`config.mk`:
```
export PLATFORM = sky130hd
export DESIGN_NAME = dpc_port_c
export DESIGN_NICKNAME = d
export VERILOG_FILES = /design/src/dpc_pkg.sv /design/src/dpc_sync3.sv /design/src/dpc_port_c.sv
export SDC_FILE = /design/constraint.sdc
export NUM_CORES = 1
export LEC_CHECK = 0
export BUFFER_PORTS_ARGS = -buffer_cell sky130_fd_sc_hd__buf_2
export CORE_ASPECT_RATIO = 1.1
export CORE_UTILIZATION = 45
export CTS_BUF_LIST = sky130_fd_sc_hd__clkbuf_8
export DETAILED_ROUTE_END_ITERATION = 7
export PLACE_DENSITY = 0.71
export SYNTH_ARGS = -nofsm -noshare
export SYNTH_HDL_FRONTEND = slang
export SYNTH_SLANG_ARGS = --single-unit
```
`constraint.sdc`:
```
create_clock -name sys_clk_in -period 2.04 [get_ports sys_clk_in]
set_input_delay 0 -clock sys_clk_in [delete_from_list [all_inputs] [get_ports sys_clk_in]]
set_output_delay 0 -clock sys_clk_in [all_outputs]
set_load 0.01 [all_outputs]
```
`src/dpc_pkg.sv`:
```
// constants and types for the debounced four-bit port
// Notes on behaviour
// - reset makes all four bits inputs; each bit's direction is then set alone.
// - port write loads the output latches; only output bits drive their pins.
// - port read returns the levels on input-mode pins.
// - port read returns the latch value for output-mode bits.
// - with the pull-down option, pull-downs exist and the mode write switches them.
// - pull-down and hold never both on; operand 10h pull-down, 0h hold.
// - with the hold option, reset enables pull-down and disables hold.
// - output bits have pull-down and hold both off.
// - debounce clock selects 32ms, 8ms or 2ms tap; reset selects 32ms.
// - output pins never feed the debounce circuit.
// - a change counts only on one pin while the other pins are low.
// - selected pins set the start flag after two stable debounce periods.
// - a set start flag stops the debounce clock until cleared.
// - the wake-select write clears the start flag and restarts the clock.
// - start flag raises halt-release request; interrupt if enabled.
// - a pin given a non-port function has no port input or output.
package dpc_pkg;

  // register byte offsets
  localparam logic [7:0] OFS_MODE   = 8'h00;
  localparam logic [7:0] OFS_OUT    = 8'h04;
  localparam logic [7:0] OFS_IN     = 8'h08;
  localparam logic [7:0] OFS_CLKSEL = 8'h0C;
  localparam logic [7:0] OFS_WAKE   = 8'h10;
  localparam logic [7:0] OFS_FLAG   = 8'h14;
  localparam logic [7:0] OFS_STATUS = 8'h18;
  localparam logic [7:0] OFS_MASK   = 8'h1C;

  // mode operand fields
  localparam int MODE_DIR_LSB = 0;
  localparam int MODE_PULL_BIT = 4;

  // debounce tap selections
  localparam logic [1:0] TAP_32MS = 2'h0;
  localparam logic [1:0] TAP_8MS  = 2'h1;
  localparam logic [1:0] TAP_2MS  = 2'h2;

  // reset values
  localparam logic [3:0] RST_DIR     = 4'h0;
  localparam logic       RST_PULL    = 1'h1;
  localparam logic [3:0] RST_LATCH   = 4'h0;
  localparam logic [1:0] RST_TAP     = TAP_32MS;
  localparam logic [3:0] RST_WAKE    = 4'h0;
  localparam logic       RST_IRQ_EN  = 1'h0;

  // stable debounce periods before an event
  localparam logic [1:0] DEB_PERIODS = 2'h2;

  // pad controls
  typedef struct packed {
    logic [3:0] dout;
    logic [3:0] oe;
    logic [3:0] pull_dn;
    logic [3:0] hold;
  } dpc_pad_t;

endpackage : dpc_pkg

```
`src/dpc_sync3.sv`:
```
// three-stage synchroniser with agreement filter
`timescale 1ns/100ps
module dpc_sync3 (
  // clock and reset
  input  wire logic sys_clk_in,
  input  wire logic arst_n_in,
  // data
  input  wire logic d_in,
  output logic      q_out
);

  logic ff1;
  logic ff2;
  logic ff3;

  // plain chain
  always_ff @(posedge sys_clk_in or negedge arst_n_in)
  begin
    if (!arst_n_in)
    begin
      ff1 <= 1'b0;
      ff2 <= 1'b0;
      ff3 <= 1'b0;
    end
    else
    begin
      ff1 <= d_in;
      ff2 <= ff1;
      ff3 <= ff2;
    end
  end

  // accept once second and third agree
  always_ff @(posedge sys_clk_in or negedge arst_n_in)
  begin
    if (!arst_n_in)
      q_out <= 1'b0;
    else if (ff2 == ff3)
      q_out <= ff3;
  end

endmodule : dpc_sync3

```
`src/dpc_port_c.sv`:
```
// four-bit port with debounce, wake flag and apb registers
//
// Decided for this implementation: the APB interface to the registers and the address map.
`timescale 1ns/100ps
module dpc_port_c
  import dpc_pkg::*;
(
  // clock and reset
  input  wire logic        sys_clk_in,
  input  wire logic        arst_n_in,
  // apb slave
  input  wire logic        psel_in,
  input  wire logic        penable_in,
  input  wire logic        pwrite_in,
  input  wire logic [7:0]  paddr_in,
  input  wire logic [31:0] pwdata_in,
  output logic             pready_out,
  output logic             pslverr_out,
  output logic [31:0]      prdata_out,
  // build options
  input  wire logic        pulldown_opt_in,
  input  wire logic        hold_opt_in,
  input  wire logic [3:0]  alt_fn_in,
  // divider taps
  input  wire logic        divider_tap_32ms_in,
  input  wire logic        divider_tap_8ms_in,
  input  wire logic        divider_tap_2ms_in,
  // pins
  input  wire logic [3:0]  port_c_in,
  output dpc_pad_t         pad_out,
  // events
  output logic             port_change_start_flag_out,
  output logic             halt_release_req_port_out,
  output logic             irq_out
);

  logic [3:0]  dir;
  logic        pull_sel;
  logic [3:0]  out_latch;
  logic [1:0]  tap_sel;
  logic [3:0]  wake_sel;
  logic        start_flag;
  logic        hrf_sts;
  logic        irq_en;
  logic [3:0]  pin_s;
  logic [2:0]  tap_raw;
  logic [2:0]  tap_s;
  logic [2:0]  tap_d;
  logic        tick;
  logic [3:0]  live;
  logic [3:0]  samp;
  logic [3:0]  cand;
  logic [3:0]  prev;
  logic [1:0]  cnt;
  logic [3:0]  chg;
  logic        one_hot;
  logic        change_ev;
  logic [3:0]  port_rd;
  logic        acc;
  logic        wr_go;
  logic        hit;
  logic [31:0] next_prdata;
  dpc_pad_t    next_pad;

  // pin synchronisers
  for (genvar i = 0; i < 4; i++)
  begin : g_pin
    dpc_sync3 u_sync (
      .sys_clk_in (sys_clk_in),
      .arst_n_in  (arst_n_in),
      .d_in       (port_c_in[i]),
      .q_out      (pin_s[i])
    );
  end

  assign tap_raw = {divider_tap_2ms_in,
                    divider_tap_8ms_in,
                    divider_tap_32ms_in};

  // tap synchronisers
  for (genvar t = 0; t < 3; t++)
  begin : g_tap
    dpc_sync3 u_sync (
      .sys_clk_in (sys_clk_in),
      .arst_n_in  (arst_n_in),
      .d_in       (tap_raw[t]),
      .q_out      (tap_s[t])
    );
  end

  // apb phase decode
  assign acc   = psel_in & penable_in;
  assign wr_go = acc & pready_out & pwrite_in;

  always_comb
  begin
    hit = 1'b1;
    case (paddr_in)
      OFS_MODE, OFS_OUT, OFS_IN, OFS_CLKSEL,
      OFS_WAKE, OFS_FLAG, OFS_STATUS, OFS_MASK:
        hit = 1'b1;
      default:
        hit = 1'b0;
    endcase
  end

  // one wait state, then ready
  always_ff @(posedge sys_clk_in or negedge arst_n_in)
  begin
    if (!arst_n_in)
      pready_out <= 1'b0;
    else
      pready_out <= acc & ~pready_out;
  end

  always_ff @(posedge sys_clk_in or negedge arst_n_in)
  begin
    if (!arst_n_in)
      pslverr_out <= 1'b0;
    else if (acc & ~pready_out)
      pslverr_out <= ~hit;
    else
      pslverr_out <= 1'b0;
  end

  // port readback
  always_comb
  begin
    port_rd = ((dir & out_latch) | (~dir & pin_s));
    port_rd = port_rd & ~alt_fn_in;
  end

  always_comb
  begin
    next_prdata = 32'h0000_0000;
    case (paddr_in)
      OFS_MODE:
        next_prdata[4:0] = {pull_sel, dir};
      OFS_OUT:
        next_prdata[3:0] = out_latch;
      OFS_IN:
        next_prdata[3:0] = port_rd;
      OFS_CLKSEL:
        next_prdata[1:0] = tap_sel;
      OFS_WAKE:
        next_prdata[3:0] = wake_sel;
      OFS_FLAG:
        next_prdata[0] = start_flag;
      OFS_STATUS:
        next_prdata[0] = hrf_sts;
      OFS_MASK:
        next_prdata[0] = irq_en;
      default:
        next_prdata = 32'h0000_0000;
    endcase
  end

  always_ff @(posedge sys_clk_in or negedge arst_n_in)
  begin
    if (!arst_n_in)
      prdata_out <= 32'h0000_0000;
    else if (acc & ~pready_out & ~pwrite_in)
      prdata_out <= next_prdata;
  end

  // direction and pull select
  always_ff @(posedge sys_clk_in or negedge arst_n_in)
  begin
    if (!arst_n_in)
    begin
      dir      <= RST_DIR;
      pull_sel <= RST_PULL;
    end
    else if (wr_go && paddr_in == OFS_MODE)
    begin
      dir      <= pwdata_in[MODE_DIR_LSB +: 4];
      pull_sel <= pwdata_in[MODE_PULL_BIT];
    end
  end

  // output latches
  always_ff @(posedge sys_clk_in or negedge arst_n_in)
  begin
    if (!arst_n_in)
      out_latch <= RST_LATCH;
    else if (wr_go && paddr_in == OFS_OUT)
      out_latch <= pwdata_in[3:0];
  end

  // debounce tap select
  always_ff @(posedge sys_clk_in or negedge arst_n_in)
  begin
    if (!arst_n_in)
      tap_sel <= RST_TAP;
    else if (wr_go && paddr_in == OFS_CLKSEL)
    begin
      case (pwdata_in[1:0])
        TAP_32MS, TAP_8MS, TAP_2MS:
          tap_sel <= pwdata_in[1:0];
        default:
          tap_sel <= tap_sel;
      endcase
    end
  end

  // wake select
  always_ff @(posedge sys_clk_in or negedge arst_n_in)
  begin
    if (!arst_n_in)
      wake_sel <= RST_WAKE;
    else if (wr_go && paddr_in == OFS_WAKE)
      wake_sel <= pwdata_in[3:0];
  end

  // interrupt enable
  always_ff @(posedge sys_clk_in or negedge arst_n_in)
  begin
    if (!arst_n_in)
      irq_en <= RST_IRQ_EN;
    else if (wr_go && paddr_in == OFS_MASK)
      irq_en <= pwdata_in[0];
  end

  // pad drive
  always_comb
  begin
    next_pad.dout    = out_latch;
    next_pad.oe      = dir & ~alt_fn_in;
    next_pad.pull_dn = {4{pulldown_opt_in & pull_sel}}
                       & ~dir & ~alt_fn_in;
    next_pad.hold    = {4{hold_opt_in & ~pull_sel}}
                       & ~dir & ~alt_fn_in;
  end

  always_ff @(posedge sys_clk_in or negedge arst_n_in)
  begin
    if (!arst_n_in)
      pad_out <= '0;
    else
      pad_out <= next_pad;
  end

  // tap edge, stopped while flag set
  always_ff @(posedge sys_clk_in or negedge arst_n_in)
  begin
    if (!arst_n_in)
      tap_d <= 3'h0;
    else
      tap_d <= tap_s;
  end

  always_comb
  begin
    case (tap_sel)
      TAP_8MS:
        tick = tap_s[1] & ~tap_d[1];
      TAP_2MS:
        tick = tap_s[2] & ~tap_d[2];
      default:
        tick = tap_s[0] & ~tap_d[0];
    endcase
    tick = tick & ~start_flag;
  end

  // debounce sampling
  assign live = ~dir & ~alt_fn_in & wake_sel;
  assign samp = pin_s & live;
  assign chg  = cand ^ prev;

  always_comb
  begin
    case (chg)
      4'h1, 4'h2, 4'h4, 4'h8:
        one_hot = 1'b1;
      default:
        one_hot = 1'b0;
    endcase
  end

  // single pin changing, others low
  assign change_ev = tick & (samp == cand) & (cnt == DEB_PERIODS - 2'h1)
                     & one_hot & ((cand & ~chg) == 4'h0);

  always_ff @(posedge sys_clk_in or negedge arst_n_in)
  begin
    if (!arst_n_in)
    begin
      cand <= 4'h0;
      cnt  <= 2'h0;
    end
    else if (tick)
    begin
      if (samp != cand)
      begin
        cand <= samp;
        cnt  <= 2'h0;
      end
      else if (cand == prev || change_ev)
        cnt <= 2'h0;
      else if (cnt < DEB_PERIODS)
        cnt <= cnt + 2'h1;
    end
  end

  // accepted level
  always_ff @(posedge sys_clk_in or negedge arst_n_in)
  begin
    if (!arst_n_in)
      prev <= 4'h0;
    else if (tick && (samp == cand) && (cnt != 2'h0 || cand == prev))
      prev <= cand;
  end

  // start flag, set beats clear
  always_ff @(posedge sys_clk_in or negedge arst_n_in)
  begin
    if (!arst_n_in)
      start_flag <= 1'b0;
    else if (change_ev)
      start_flag <= 1'b1;
    else if (wr_go && paddr_in == OFS_WAKE)
      start_flag <= 1'b0;
  end

  // sticky halt-release status, write one to clear
  always_ff @(posedge sys_clk_in or negedge arst_n_in)
  begin
    if (!arst_n_in)
      hrf_sts <= 1'b0;
    else if (change_ev)
      hrf_sts <= 1'b1;
    else if (wr_go && paddr_in == OFS_STATUS && pwdata_in[0])
      hrf_sts <= 1'b0;
  end

  // event outputs
  always_ff @(posedge sys_clk_in or negedge arst_n_in)
  begin
    if (!arst_n_in)
    begin
      port_change_start_flag_out <= 1'b0;
      halt_release_req_port_out  <= 1'b0;
      irq_out                    <= 1'b0;
    end
    else
    begin
      port_change_start_flag_out <= start_flag;
      halt_release_req_port_out  <= hrf_sts;
      irq_out                    <= hrf_sts & irq_en;
    end
  end

endmodule : dpc_port_c

```
==> results.json <==
{
  "p_leak_uw": 0.00216,
  "syn_to_final_growth_pct": 20.6,
  "swShare_pct": 23.4,
  "hp-class": "in2reg",
  "die_x_um": 87.4,
  "yosysWarnings": 0,
  "routabilityCongestion": 0.834,
  "synthFlopType": "dfrtp_1",
  "worstPathRequired_ps": 2280,
  "use_met3_pct": 4.20,
  "worst-r2r-cell-count": 5,
  "grt_pass1_wl_um": 10900,
  "grt_overflow": 0,
  "cp-end-kind": "flop",
  "synth_edf_count": 0,
  "drt-total-wl_um": 6740,
  "pwr-share-seq_pct": 57.0,
  "antenna_left": 0,
  "yosys.cell_count.top_type": "dfrtp_1",
  "fmax_ghz": 0.527,
  "cp-startpoint": "cand[0]",
  "antenna_found_initial": 0,
  "ctsLongestPathBuffers": 2,
  "tns_ps": 0,
  "p_total_uw": 3100,
  "synthCells": 283,
  "worstPathCellList": "ha_1, nor2_1, nand2_1, a211oi_4, mux2_2",
  "critical-path-max-stage-delay_ps": 420,
  "period_minus_slack_ps": 1900,
  "cp_max_fo": 4,
  "vdd_drop_max_v": 0.000412,
  "dr.pass1.iters": 4,
  "remaining_drc_errors": 0,
  "status": "completed",
  "cts_tree": "built",
  "die_h_um": 95.9,
  "setup_viol": 0,
  "synth_cell_types": 52,
  "ys_seq_area_share_pct": 59.0,
  "slew_headroom_pct": 60.4,
  "grt_use_met1_pct": 23.7,
  "diodes": 0,
  "drive_gt1_share_pct": 29.3,
  "grt_max_degree": 49,
  "hold_depth": 4,
  "slew_viol_final": 0,
  "cts_buffers": 9,
  "r2r_end": "prev[0]",
  "ys_ff_latch": 85,
  "grtUsageTotal_pct": 17.8,
  "yosysTopAreaCellShare_pct": 58.3,
  "hold_ws_ps": 8.11,
  "drt_iter0_drc": 109,
  "post_drt_wl_per_cell_um": 14.0,
  "met2_usage_pct": 27.0,
  "fp.coreArea_mm2": 0.00760,
  "hold_violations": 0,
  "fin_skew_ps": 7.38,
  "p_per_area_mw_per_mm2": 712,
  "top_usage_layer": "met2",
  "synthArstFlopShare_pct": 100,
  "regToRegSetupSlack_ps": 140,
  "syn_avg_cell_area_um2": 12.8,
  "io_pins": 111,
  "worstReg2RegStart": "cand[0]",
  "cp-endpoint": "prev[0]",
  "htreeDepth": 3,
  "start_kind": "flop",
  "critPathKind": "reg2reg",
  "worstPathArrival_ps": 2140,
  "crit_slowest_cell": "dfrtp_1",
  "comb_power_share_pct": 7.6,
  "worst-slew-pin-transition_ps": 594,
  "vias_per_cell": 4.96,
  "syn_area_mm2": 0.00361,
  "fin_crit_sh_pct": 93.0,
  "clk_pin_slew_ps": 80,
  "power_frac_clock_pct": 35.4,
  "internal_power_uw": 2370,
  "detailed_place_hpwl_um": 4830,
  "clkSinkCount": 85,
  "clk_latency_ps": 360,
  "grt_pass1_vias": 2238,
  "die_area_mm2": 0.00838,
  "synth_common_cells": "dfrtp_1, buf_4, mux2_2",
  "placementRows": 33,
  "port-buffer-count": 56,
  "power_switching_uw": 726,
  "vias": 2384,
  "clock-root-buffer": "clkbuf_8",
  "yosysTopAreaCell": "dfrtp_1",
  "layout.nets": 437,
  "initial_core_util_pct": 47.5,
  "max-cap-violations": 0,
  "netlist_top_cells_area": "dfrtp_1, mux2_2, buf_4",
  "rsz0062_at_grt": "no"
}
-- sequential cells by signal, summed over array words and instances, names as in the netlist, 2 cells and up --
signal              count
prev                    4
g_pin.u_sync.ff1        4
pad_out                16
prdata_out              5
g_pin.u_sync.q_out      4
dir                     4
cnt                     2
out_latch               4
wake_sel                4
tap_sel                 2
tap_d                   3
g_tap.u_sync.ff2        3
g_tap.u_sync.ff3        3
g_pin.u_sync.ff3        4
g_tap.u_sync.ff1        3
cand                    4
g_pin.u_sync.ff2        4
g_tap.u_sync.q_out      3
-- how the worst min path moves through the flow --
stage	start	end	slack, ps
floorplan	arst_n_in	cand[0]	-300
detailed placement	arst_n_in	prev[3]	60
CTS	paddr_in[5]	prdata_out[4]	1
finish	paddr_in[5]	prdata_out[4]	8
global route	pulldown_opt_in	pad_out[6]	7
global placement	arst_n_in	prev[3]	50
-- area by class of cell --
| class | count | area, um2 |
|---|---|---|
| fillers | 666 | 3250 |
| well taps | 105 | 131 |
| inverters | 8 | 30.0 |
| multi-input cells | 184 | 1320 |
| flip-flops and latches | 85 | 2130 |
| clock buffers | 12 | 165 |
| clock inverters | 4 | 22.5 |
| repair buffers | 83 | 551 |
-- critical path, delay by kind of cell, from the launching register on --
kind / cells / cell delay, ps
flip-flops: 1 / 420
multiplexers: 1 / 370
adder cells (fa/ha/maj): 1 / 340
AO/OA/AOI/OAI: 1 / 330
AND/OR/NAND/NOR: 2 / 320
-- timing repair --
item | 4_1_cts | 5_1_grt
endpoints found under the hold margin | 83 | 0
setup endpoints to repair | 0 | 4
resized for setup | 0 | 0
hold buffers | 21 | 0
buffers inserted | 0 | 0
-- power by group through the flow --
stage	Clock [uW]	Sequential, uW	Combinational [uW]
CTS	1140	1770	237
global placement	0	1800	200
finish	1100	1770	235
detailed placement	0	1800	205
global route	1200	1770	265
floorplan	0	1800	134
-- metrics by stage --
stage               util [%]  area, um2  setup slack (ps)  std cells
global placement        52.0       3950               156        444
floorplan                  -       3710               187        309
detailed placement      52.0       3950               108        444
CTS                     57.3       4350               103        481
finish                  57.3       4350               143        481
global route            57.3       4350             0.387        481
-- layout by cell type (no fill, tap or decap), types with 2 or more instances in the layout --
master         count
nand3_1            2
a211oi_1           2
and2_1             3
nor2_1            13
mux2i_1            4
nor2b_1            4
nand4_1            4
mux2_2            22
nand2_1           19
buf_4              6
and4bb_1           3
buf_2             55
dfrtp_1           84
a22o_1             2
a21oi_1            7
o21ai_0            3
o2111ai_1          2
a32oi_1            3
o211ai_1           3
clkbuf_8          12
nor3_1            13
nand2b_1           2
clkinv_2           2
maj3_1             7
inv_1              9
ha_1               8
dlygate4sd3_1     21
xnor2_1            4
or3_1              2
and3_1             3
conb_1            27
-- metal layers --
layer / vias to the layer above / part of all wire, %
met5: - / 0
met4: 0 / 2.4
met3: 11 / 4.8
met2: 78 / 47
met1: 1168 / 46
li1: 1127 / -
-- cells by family (layout without fill, tap and decap cells) --
group                    Yosys count  in the layout  synth area share, %
AO/OA/AOI/OAI                     33             33                 6.83
AND/OR/NAND/NOR                   77             77                 12.5
multiplexers                      27             27                 8.60
XOR/XNOR                           5              5                 1.21
adder cells (fa/ha/maj)           15             15                 4.72
other                              1             27                0.104
buffers and inverters             40            107                 7.04
flip-flops                        85             85                 59.0
(Power assumes the default switching activity.)
